$ cat src/eepc_pkg.sv
// Package for the nonvolatile program/erase control block.
// Assumes a byte-wide register port and a 4 Kbyte array behind it.
package eepc_pkg;
   // Register indices on the plain register port
   localparam logic [1:0] EEPC_OFS_CONFIG = 2'h0;
   localparam logic [1:0] EEPC_OFS_PROTECT = 2'h1;
   localparam logic [1:0] EEPC_OFS_TEST = 2'h2;
   localparam logic [1:0] EEPC_OFS_PROG = 2'h3;
   // Module configuration fields
   localparam int EEPC_CFG_WAIT_STOP = 2;
   localparam int EEPC_CFG_LOCK = 1;
   localparam int EEPC_CFG_PUMP_RC = 0;
   // Test register fields
   localparam int EEPC_TST_ODD = 7;
   localparam int EEPC_TST_EVEN = 6;
   localparam int EEPC_TST_MARGIN = 5;
   localparam int EEPC_TST_PUMP_OFF = 4;
   localparam int EEPC_TST_RAMP_OFF = 3;
   localparam int EEPC_TST_MONITOR = 1;
   localparam logic [7:0] EEPC_TST_MASK = 8'hfa;
   // Program control fields
   localparam int EEPC_PRG_BULK_GUARD = 6;
   localparam int EEPC_PRG_SIZE = 4;
   localparam int EEPC_PRG_ROW = 3;
   localparam int EEPC_PRG_ERASE = 2;
   localparam int EEPC_PRG_LATCH = 1;
   localparam int EEPC_PRG_HV = 0;
   localparam logic [7:0] EEPC_PRG_MASK = 8'h5f;
   localparam logic [7:0] EEPC_RESET_ZERO = 8'h00;
   // Array geometry and protect ranges, offsets within the array
   localparam int EEPC_ADDR_W = 12;
   localparam int EEPC_ROW_LSB = 5;
   localparam logic [11:0] EEPC_RANGE_START [7] =
      '{12'hfc0, 12'hf80, 12'hf00, 12'he00, 12'hc00, 12'h800, 12'h000};
   localparam logic [11:0] EEPC_RANGE_END [7] =
      '{12'hfff, 12'hfbf, 12'hf7f, 12'heff, 12'hdff, 12'hbff, 12'h7ff};
   // Pump ramp steps
   localparam int EEPC_RAMP_W = 4;
   localparam logic [3:0] EEPC_RAMP_FULL = 4'hf;

   typedef enum logic [3:0] {
      EEPC_OP_NONE = 4'b0001,
      EEPC_OP_WORD = 4'b0010,
      EEPC_OP_ROW = 4'b0100,
      EEPC_OP_BULK = 4'b1000
   } eepc_op_t;
endpackage

$ cat src/eepc_array_if.sv
// Carries latched operation requests from the control core to the protect check.
// Assumes both ends share clk.
`timescale 1ns/1ns
interface eepc_array_if;
   logic [11:0] addr;
   logic [6:0] protect;
   logic erase;
   logic [3:0] op;
   logic allowed;
   modport ctrl (output addr, output protect, output erase, output op, input allowed);
   modport check (input addr, input protect, input erase, input op, output allowed);
endinterface

$ cat src/eepc_protect_check.sv
// Decides whether a latched operation may touch the array.
// Assumes the control core drives stable latched values.
`timescale 1ns/1ns
module eepc_protect_check
   import eepc_pkg::*;
(
   eepc_array_if.check chk,
   input wire logic bulk_guard
);
   function automatic logic hit(input logic [11:0] a, input int i);
      hit = (a >= EEPC_RANGE_START[i]) && (a <= EEPC_RANGE_END[i]);
   endfunction

   logic [6:0] blocked;
   genvar g;
   generate
      for (g = 0; g < 7; g++)
      begin : g_rng
         // Whole-array ops collide with any set protect bit
         assign blocked[g] = chk.protect[g] &&
            (hit(chk.addr, g) || chk.op == EEPC_OP_BULK);
      end
   endgenerate

   // Guard blocks row and bulk erase only
   assign chk.allowed = (blocked == 7'h00) &&
      !(chk.erase && bulk_guard &&
        (chk.op == EEPC_OP_ROW || chk.op == EEPC_OP_BULK));
endmodule

$ cat src/eepc_control.sv
// Program/erase control for the on-chip nonvolatile array.
// Assumes a synchronous CPU register port and array write port on clk.
// How it works
// - Wait-stop bit gates module clock in wait
// - Lock freezes protect and guard; once normally
// - Pump clock select picks RC or system
// - Protect writes need apply and lock clear
// - Seven protect bits block their ranges
// - Test register writable only in special modes
// - Odd/even bulk bits target row parity
// - Margin bit selects margin test condition
// - Pump runs unless disabled; ramps unless disabled
// - Guard refuses bulk and row erase
// - Size and row bits select erase size
// - Size and row ignored when programming
// - Single erase uses latched address and width
// - Erase select writable only without apply
// - Latch bit captures writes, blocks reads
// - Option bits accepted together or separately
// - Apply sets only after latch already set
// - Apply freezes guard, size, row, erase, latch
// - Apply freezes latches and ignores writes
// - Misaligned word latches lower byte only
// - Stop removes voltage, keeps apply bit
`timescale 1ns/1ns
module eepc_control
   import eepc_pkg::*;
#(
   parameter int ADDR_W = EEPC_ADDR_W
)
(
   input wire logic clk,
   input wire logic rst_n,
   input wire logic [1:0] reg_addr,
   input wire logic [7:0] reg_wdata,
   input wire logic reg_wr,
   input wire logic reg_rd,
   output logic [7:0] reg_rdata,
   input wire logic special_mode_n,
   input wire logic wait_mode,
   input wire logic stop_mode,
   input wire logic arr_wr,
   input wire logic arr_word,
   input wire logic [ADDR_W-1:0] arr_addr,
   input wire logic [15:0] arr_wdata,
   output logic arr_read_block,
   output logic module_clk_en,
   output logic rc_osc_en,
   output logic pump_clk_rc,
   output logic hv_on,
   output logic [EEPC_RAMP_W-1:0] pump_level,
   output logic pump_monitor,
   output logic margin_test,
   output logic [1:0] row_parity_sel,
   output logic [3:0] op_size,
   output logic op_erase,
   output logic op_word,
   output logic [ADDR_W-1:0] op_addr,
   output logic [15:0] op_data
);
   logic [2:0] config_reg;
   logic lock_written_reg;
   logic [6:0] protect_reg;
   logic [7:0] test_reg;
   logic [7:0] prog_reg;
   logic [ADDR_W-1:0] lat_addr_reg;
   logic [15:0] lat_data_reg;
   logic lat_word_reg;
   logic [EEPC_RAMP_W-1:0] ramp_reg;
   logic [7:0] rdata_next;
   logic hv_bit;
   logic latch_bit;
   logic wr_cfg, wr_prot, wr_test, wr_prog;
   logic op_allowed;
   eepc_op_t op_kind;
   eepc_array_if aif ();

   function automatic logic is_wr(input logic [1:0] a, input logic [1:0] ofs,
                                  input logic we);
      is_wr = we && (a == ofs);
   endfunction

   assign wr_cfg = is_wr(reg_addr, EEPC_OFS_CONFIG, reg_wr);
   assign wr_prot = is_wr(reg_addr, EEPC_OFS_PROTECT, reg_wr);
   assign wr_test = is_wr(reg_addr, EEPC_OFS_TEST, reg_wr);
   assign wr_prog = is_wr(reg_addr, EEPC_OFS_PROG, reg_wr);
   assign hv_bit = prog_reg[EEPC_PRG_HV];
   assign latch_bit = prog_reg[EEPC_PRG_LATCH];

   // Module configuration: wait-stop and pump clock anytime; lock per mode
   always_ff @(posedge clk)
   begin
      if (!rst_n)
      begin
         config_reg <= 3'h0;
         lock_written_reg <= 1'b0;
      end
      else if (wr_cfg)
      begin
         config_reg[EEPC_CFG_WAIT_STOP] <= reg_wdata[EEPC_CFG_WAIT_STOP];
         config_reg[EEPC_CFG_PUMP_RC] <= reg_wdata[EEPC_CFG_PUMP_RC];
         // Normal mode: first write counts, later ones cannot change it
         if (!special_mode_n || !lock_written_reg)
            config_reg[EEPC_CFG_LOCK] <= reg_wdata[EEPC_CFG_LOCK];
         lock_written_reg <= 1'b1;
      end
   end

   always_ff @(posedge clk)
   begin
      if (!rst_n)
         protect_reg <= 7'h00;
      else if (wr_prot && !hv_bit && !config_reg[EEPC_CFG_LOCK])
         protect_reg <= reg_wdata[6:0];
   end

   // Normal modes force test bits low
   always_ff @(posedge clk)
   begin
      if (!rst_n || special_mode_n)
         test_reg <= EEPC_RESET_ZERO;
      else if (wr_test)
         test_reg <= reg_wdata & EEPC_TST_MASK;
   end

   // Program register; option fields taken from one write, apply only once latch is already set
   always_ff @(posedge clk)
   begin
      if (!rst_n)
         prog_reg <= EEPC_RESET_ZERO;
      else if (wr_prog)
      begin
         if (!hv_bit)
         begin
            if (!config_reg[EEPC_CFG_LOCK])
               prog_reg[EEPC_PRG_BULK_GUARD] <= reg_wdata[EEPC_PRG_BULK_GUARD];
            prog_reg[EEPC_PRG_SIZE] <= reg_wdata[EEPC_PRG_SIZE];
            prog_reg[EEPC_PRG_ROW] <= reg_wdata[EEPC_PRG_ROW];
            prog_reg[EEPC_PRG_ERASE] <= reg_wdata[EEPC_PRG_ERASE];
            prog_reg[EEPC_PRG_LATCH] <= reg_wdata[EEPC_PRG_LATCH];
         end
         // Apply needs the latch bit already set before this write
         prog_reg[EEPC_PRG_HV] <= reg_wdata[EEPC_PRG_HV] && latch_bit;
      end
   end

   // Address and data latches
   always_ff @(posedge clk)
   begin
      if (!rst_n)
      begin
         lat_addr_reg <= '0;
         lat_data_reg <= 16'h0000;
         lat_word_reg <= 1'b0;
      end
      else if (arr_wr && latch_bit && !hv_bit)
      begin
         lat_addr_reg <= arr_addr;
         // Misaligned word degrades to its lower byte
         lat_word_reg <= arr_word && !arr_addr[0];
         // Byte ops keep only the low byte, so the data output is a flop
         if (arr_word && !arr_addr[0])
            lat_data_reg <= arr_wdata;
         else
            lat_data_reg <= {8'h00, arr_wdata[7:0]};
      end
   end

   // Progressive pump ramp while voltage is on
   always_ff @(posedge clk)
   begin
      if (!rst_n || !hv_on)
         ramp_reg <= '0;
      else if (ramp_reg != EEPC_RAMP_FULL)
         ramp_reg <= ramp_reg + 1'b1;
   end

   always_comb
   begin
      if (!prog_reg[EEPC_PRG_ERASE])
         op_kind = EEPC_OP_NONE;
      else if (prog_reg[EEPC_PRG_SIZE])
         op_kind = EEPC_OP_WORD;
      else if (prog_reg[EEPC_PRG_ROW])
         op_kind = EEPC_OP_ROW;
      else
         op_kind = EEPC_OP_BULK;
   end

   assign aif.addr = lat_addr_reg[EEPC_ADDR_W-1:0];
   assign aif.protect = protect_reg;
   assign aif.erase = prog_reg[EEPC_PRG_ERASE];
   assign aif.op = op_kind;
   assign op_allowed = aif.allowed;

   eepc_protect_check u_check (
      .chk (aif.check),
      .bulk_guard (prog_reg[EEPC_PRG_BULK_GUARD])
   );

   // Stop mode drops voltage but the apply bit stays set
   assign hv_on = hv_bit && !stop_mode && op_allowed &&
      !test_reg[EEPC_TST_PUMP_OFF];
   assign pump_level = test_reg[EEPC_TST_RAMP_OFF] ? EEPC_RAMP_FULL : ramp_reg;
   assign module_clk_en = !(wait_mode && config_reg[EEPC_CFG_WAIT_STOP]);
   assign pump_clk_rc = config_reg[EEPC_CFG_PUMP_RC];
   assign rc_osc_en = config_reg[EEPC_CFG_PUMP_RC] && !stop_mode;
   assign arr_read_block = latch_bit;
   assign margin_test = test_reg[EEPC_TST_MARGIN];
   assign pump_monitor = test_reg[EEPC_TST_MONITOR];
   assign row_parity_sel = {test_reg[EEPC_TST_ODD], test_reg[EEPC_TST_EVEN]};
   assign op_size = op_kind;
   assign op_erase = prog_reg[EEPC_PRG_ERASE];
   assign op_word = lat_word_reg;
   assign op_addr = lat_addr_reg;
   assign op_data = lat_data_reg;

   always_comb
   begin
      case (reg_addr)
         EEPC_OFS_CONFIG: rdata_next = {5'h00, config_reg};
         EEPC_OFS_PROTECT: rdata_next = {1'b0, protect_reg};
         EEPC_OFS_TEST: rdata_next = test_reg;
         EEPC_OFS_PROG: rdata_next = prog_reg & EEPC_PRG_MASK;
         default: rdata_next = EEPC_RESET_ZERO;
      endcase
   end

   always_ff @(posedge clk)
   begin
      if (!rst_n)
         reg_rdata <= EEPC_RESET_ZERO;
      else if (reg_rd)
         reg_rdata <= rdata_next;
      else
         reg_rdata <= EEPC_RESET_ZERO;
   end

   // One check per protect range
   for (genvar r = 0; r < 7; r++)
   begin : g_range_chk

   end
endmodule

$ cat config.mk
export PLATFORM = sky130hd
export DESIGN_NAME = eepc_control
export DESIGN_NICKNAME = d
export VERILOG_FILES = /design/src/eepc_pkg.sv /design/src/eepc_array_if.sv /design/src/eepc_protect_check.sv /design/src/eepc_control.sv
export SDC_FILE = /design/constraint.sdc
export NUM_CORES = 1
export LEC_CHECK = 0
export BUFFER_PORTS_ARGS = -buffer_cell sky130_fd_sc_hd__buf_2
export CAP_MARGIN = 0
export CORE_MARGIN = 5
export CORE_UTILIZATION = 53
export CTS_CLUSTER_DIAMETER = 30
export DETAILED_ROUTE_END_ITERATION = 8
export PLACE_DENSITY = 0.85
export SKIP_LAST_GASP = 1
export SLEW_MARGIN = 20
export SYNTH_ARGS = -nofsm -noshare
export SYNTH_HDL_FRONTEND = slang
export SYNTH_SLANG_ARGS = --single-unit
$ cat constraint.sdc
create_clock -name clk -period 1.8 [get_ports clk]
set_input_delay 0.09 -clock clk [delete_from_list [all_inputs] [get_ports clk]]
set_output_delay 0.09 -clock clk [all_outputs]
set_load 0.02 [all_outputs]
# After elaboration in Yosys (flattened, before gate mapping)
# Cells that the tools add are included.
# classes
mux,6
reduce_logical,60
n_eq_ne,6
n_addsub,1
bitwise_logic,2
magnitude_cmp,14
# ops
operator,count
>= comparator 12 bit (second input constant),6
<= comparator 12 bit (second input constant),6
logical AND 1 bit,32
one-hot mux 8 bit (4 select lines),1
2-to-1 mux 16 bit,1
2-to-1 mux 4 bit,4
>= comparator 12 x 1 -> 1 bit (second input constant),1
<= comparator 12 x 11 -> 1 bit (second input constant),1
logical NOT 1 bit,11
logical OR 1 bit,11
logical NOT 7 bit,1
AND reduction 2 bit,3
adder 4 x 1 -> 4 bit (second input constant),1
== test 2 bit (second input constant),2
== test 4 x 3 -> 1 bit (second input constant),1
== test 4 bit (second input constant),1
!= test 4 bit (second input constant),1
AND reduction 3 bit,1
== test 2 x 1 -> 1 bit (second input constant),1
logical NOT 2 bit,1
NOT 1 bit,2
# word_totals
word_cells,102
output_inout_bits,55
reg_bits,64
inputBits,47

# Longest topological paths before layout
# depth
depth_word,12
depth_mapped,5
ltp_nobuf,4

# Cells and area by module
# From an unflattened synthesis, not the netlist that was laid out.
# hier_totals
hier_cells,313
area_unflattened_um2,2757.6
# by_module_without_submodules
module,cells_each,instances,seq_area_each_um2,area_per_inst_um2
eepc_control,294,1,1281.2,2625.0
eepc_protect_check,19,1,0.0,132.6

# Least setup slack after synthesis
# OpenSTA, ideal clock, no wires.
# synth_path
path_kind,reg-to-output
start,"register lat_addr_reg[6], in the netlist op_addr[6]"
end,output port hv_on
path_stages_with_launch,5
required_time_ns,1.710
path_buffers,0
t_arrival_ns,1.557
path_slack_ns,0.153
path_cell_list,dfxtp_1 -> mux2_2 -> nand3_1 -> nand3_2 -> nor3b_1
# synth_via
elab_chain_len,8
elab_cells_between_ends,39
cone_classes,14 x order compare; 25 x reduce/logical
# synth_rtl
item,line_no,source
from (decl),eepc_control.sv:66,logic [ADDR_W-1:0] lat_addr_reg;
from (signal assigned),eepc_control.sv:158,lat_addr_reg <= arr_addr;
">= comparator 12 bit, or another cell as far along",eepc_protect_check.sv:11,hit = (a >= EEPC_RANGE_START[i]) && (a <= EEPC_RANGE_END[i]);
logical AND 1 bit,eepc_protect_check.sv:11,
logical OR 1 bit,eepc_protect_check.sv:21,"(hit(chk.addr, g) || chk.op == EEPC_OP_BULK);"
logical AND 1 bit,eepc_protect_check.sv:20,assign blocked[g] = chk.protect[g] &&
logical NOT 7 bit *,eepc_protect_check.sv:26,assign chk.allowed = (blocked == 7'h00) &&
logical AND 1 bit *,eepc_protect_check.sv:26,
logical AND 1 bit * (2 in series),eepc_control.sv:202,assign hv_on = hv_bit && !stop_mode && op_allowed &&
to (decl),eepc_control.sv:50,"output logic hv_on,"
# Mark *: on every way between the ends. The rest lies on a longest branch, timed or not.

# Worst setup path in the final report
# layout_path
start,register prog_reg[4]
end,output port hv_on
# layout_via
elab_chain_len,9
elab_cells_between_ends,25
cone_classes,2 x eq/ne; 2 x mux; 21 x reduce/logical
# layout_rtl
item,line_no,source
from (decl),eepc_control.sv:65,logic [7:0] prog_reg;
"from (signal, indexed assignment)",eepc_control.sv:136,prog_reg[EEPC_PRG_BULK_GUARD] <= reg_wdata[EEPC_PRG_BULK_GUARD];
"from (signal, indexed assignment)",eepc_control.sv:137,prog_reg[EEPC_PRG_SIZE] <= reg_wdata[EEPC_PRG_SIZE];
"from (signal, indexed assignment)",eepc_control.sv:138,prog_reg[EEPC_PRG_ROW] <= reg_wdata[EEPC_PRG_ROW];
2-to-1 mux 4 bit *,eepc_control.sv:182,else if (prog_reg[EEPC_PRG_SIZE])
2-to-1 mux 4 bit *,eepc_control.sv:180,if (!prog_reg[EEPC_PRG_ERASE])
== test 4 bit / == test 4 x 3 -> 1 bit (equally long branches),"eepc_protect_check.sv:21, eepc_protect_check.sv:28",
"logical OR 1 bit, on equally long branches","eepc_protect_check.sv:21, eepc_protect_check.sv:28",
"logical AND 1 bit, on equally long branches","eepc_protect_check.sv:20, eepc_protect_check.sv:27",
logical NOT 7 bit / logical NOT 1 bit (equally long branches),"eepc_protect_check.sv:26, eepc_protect_check.sv:27",
logical AND 1 bit *,eepc_protect_check.sv:26,
logical AND 1 bit * (2 in series),eepc_control.sv:202,
# Marked as above.

==> flow_summary_export.csv <==
group,metric,value,unit
yosys,synth_area_per_cell,8.975,um^2
yosys,ys_async_sr_fraction,0,%
global_route,grt_pass1_vias,2403,
yosys,ys_types,36,
hold_path,hold_depth,3,
floorplan,die_area,0.006722,mm^2
clock_tree,root_buffer,"clkbuf_8",
hold_path,min_to,"op_addr[2]",
floorplan,row_count,26,
timing,finalSetupTns,0,ns
global_route,antenna_found_initial,0,
power_and_ir_drop,p_per_area,872.7,mW/mm^2
yosys,yosysMostFrequentCell,"nand2_1",
yosys,netlist_area,0.002746,mm^2
timing,fin_crit_sh,94.56,%
power_and_ir_drop,finalPower,3215,uW
yosys,yosys.area.top_type,"dfxtp_1",
final_layout,antennaDiodeCount,0,
timing,hold_viol,0,
critical_path,cp-end-kind,"output pin",
clock_tree,cts_tree,"yes",
hold_path,hold_start,"arr_addr[2]",
critical_path,cpLargestDelayFamily,"simple AND/OR/NAND/NOR gates",
timing,finalCriticalPeriod,1.702,ns
status,status,"completed",
global_route,grt_overflow_total,0,
drt,wl_per_cell,14.48,um
final_layout,fill_cells,390,
drt,highest_layer,"met4",
drt,vias_per_cell,5.209,
yosys,synth_seq_cells,64,
hold_path,holdCritPathClass,"in -> reg",
global_route,grt_usage,21.98,%
critical_path,worstSetupPathType,"reg -> out",
drt,wirelength,7.152,mm
drt,wl_met2,3.709,mm
floorplan,core_area,0.005075,mm^2
drt,wl_met1,2.836,mm
floorplan,die_h,81.99,um
place,dp_hpwl,5.045,mm
timing,rsz0062_at_grt,"no",
clock_tree,cts_made_buffers,9,
drt,drt_first_pass_iters,4,
critical_path,critPathArrivalTime,1.61,ns
drt,first_iter_violations,141,
timing,slew_headroom,57.85,%
timing,worst_slew_pin_slew,0.6310,ns
power_and_ir_drop,peakVddDrop,0.7569,mV
global_route,grt_max_degree,30,
timing,max_freq,0.5875,GHz
final_layout,finalNetCount,467,
yosys,yosys_warnings,0,
critical_path,crit_required,1.71,ns
drt,drcViolationCount,0,
yosys,synth_edf_count,0,
yosys,syn_inst,306,
drt,route.vias.total,2573,
final_layout,area.growth.synth_to_final,34.12,%
yosys,synth_nets,354,
critical_path,worstPathCellList,"nand3b_1 > and4_1 > o2111ai_2 > nor3b_2 > buf_2",
place,io_buffers,101,
drt,wl_met3,417,um
clock_tree,clock_latency,0.34,ns
critical_path,reg2reg_slack,0.35,ns
yosys,synth.top_cell.area_share,46.65,%
timing,clock_skew,0.008794,ns
clock_tree,clk_pin_slew_worst_paths,0.07,ns
floorplan,ios,102,
critical_path,rr_startpoint,"prog_reg[2]",
final_layout,largest_register_ffs,16,
floorplan,die_x,81.99,um
place,place_congestion,0.8281,
power_and_ir_drop,p_leak,0.001608,uW
timing,slew_violations,0,
clock_tree,h-tree-depth,3,
timing,setup_violations,0,
critical_path,critPathLaunchType,"flip-flop",
critical_path,path_max_fanout,6,
final_layout,drive_gt1_share,33.25,%
critical_path,worstRegToRegCells,5,
job,maxCapViolations,0,
critical_path,slowest_stage,"dfxtp_2",
yosys,synth_top_flop_cell,"dfxtp_1",
yosys,synthTopCellsByArea,"dfxtp_1 47%, nand2_1 9.4%, a21boi_0 8.2%, mux2i_1 5.5%, nor2b_1 4.1%",
clock_tree,cts.sinks,64,
yosys,synth_common_cells,"69 x nand2_1, 64 x dfxtp_1, 30 x a21boi_0, 19 x nand3_1, 18 x nor2b_1",
global_route,grt_pass1_wl,11.21,mm
critical_path,max_stage_delay,0.39,ns
floorplan,start_util,54.12,%
yosys,ys_seq_area_share,46.65,%
critical_path,crit-reg2reg-capture,"ramp_reg[1]",
clock_tree,cts_buffer_depth,2,
critical_path,crit_buf_inv,1,
drt,drtAntennaViolNets,0,
per-stage QoR:
step	util, %	worst slack (ns)	area (um^2)	cells	hold slack [ns]
2_1_floorplan	-	0.1530	2746	306	0.2249
3_3_place_gp	64.79	0.4157	3288	464	0.3388
3_5_place_dp	64.79	0.3541	3288	464	0.3485
4_1_cts	72.31	0.03568	3670	493	0.0003585
5_1_grt	72.58	0.003071	3684	494	0.01314
6_report	72.58	0.09796	3684	494	0.01286
report_power, final:
part | internal, uW | switching, uW
combinational | 120 | 131
clock | 959 | 545
sequential | 1440 | 20.7
total | 2520 | 697
placed cells by master (no fill, tap or decap), drive strengths merged, types with 3 or more instances in the layout:
master and count:
nand2 69, dfxtp 64, a21boi 31, nor4 4
clkbuf 11, buf 108, nor3b 4, a21oi 7
nor2b 18, nand3b 5, a22oi 6, bufinv 3
dlygate4sd3 13, mux2 5, nor2 10, nand3 20
o21ai 6, or2 4, mux2i 15
logic make-up after synthesis:
group / synth area share, %
compound gates: 13.58
xor+xnor: 0.3190
fa+ha+maj: 0.4555
buf+inv: 3.782
flops: 46.65
mux: 8.337
simple gates: 26.88
cell type report:
| class | count | area (um^2) | area share (%) |
|---|---|---|---|
| clock buffers | 11 | 141.4 | 3.838 |
| clock inverters | 5 | 103.9 | 2.819 |
| inverters | 2 | 7.507 | 0.2038 |
| multi-input cells | 221 | 1373 | 37.26 |
| flip-flops and latches | 64 | 1282 | 34.82 |
| well taps | 70 | 87.58 | 2.378 |
| repair buffers | 121 | 688.2 | 18.68 |
worst max path at each step:
stage	startpoint	end	slack (ns)	cells past startpoint
3_3_place_gp	op_addr[11]	hv_on	0.42	5
5_1_grt	prog_reg[4]	hv_on	0.003	5
6_report	prog_reg[4]	hv_on	0.1	5
3_5_place_dp	prog_reg[4]	hv_on	0.35	5
2_1_floorplan	op_addr[6]	hv_on	0.15	4
4_1_cts	prog_reg[2]	hv_on	0.04	5
routing by layer:
layer	track usage (%)	up-vias
li1	-	1272
met3	5.154	20
met5	0	-
met4	10.47	0
met1	25.00	1196
met2	38.53	85
tightest hold or removal path, stage by stage:
cell,delay [ns]
buf_2,0.10
nand2_1,0.04
a21boi_0,0.07
what timing repair did:
| action | 4_1_cts | 5_1_grt |
|---|---|---|
| buffers inserted | 0 | 1 |
| gates resized for setup | 2 | 1 |
| hold buffers | 13 | 0 |
| pin swaps | 0 | 1 |
| endpoints found under the setup margin | 1 | 1 |
| endpoints found under the hold margin | 13 | 0 |
Note: power is estimated with default switching activity, not from simulation.
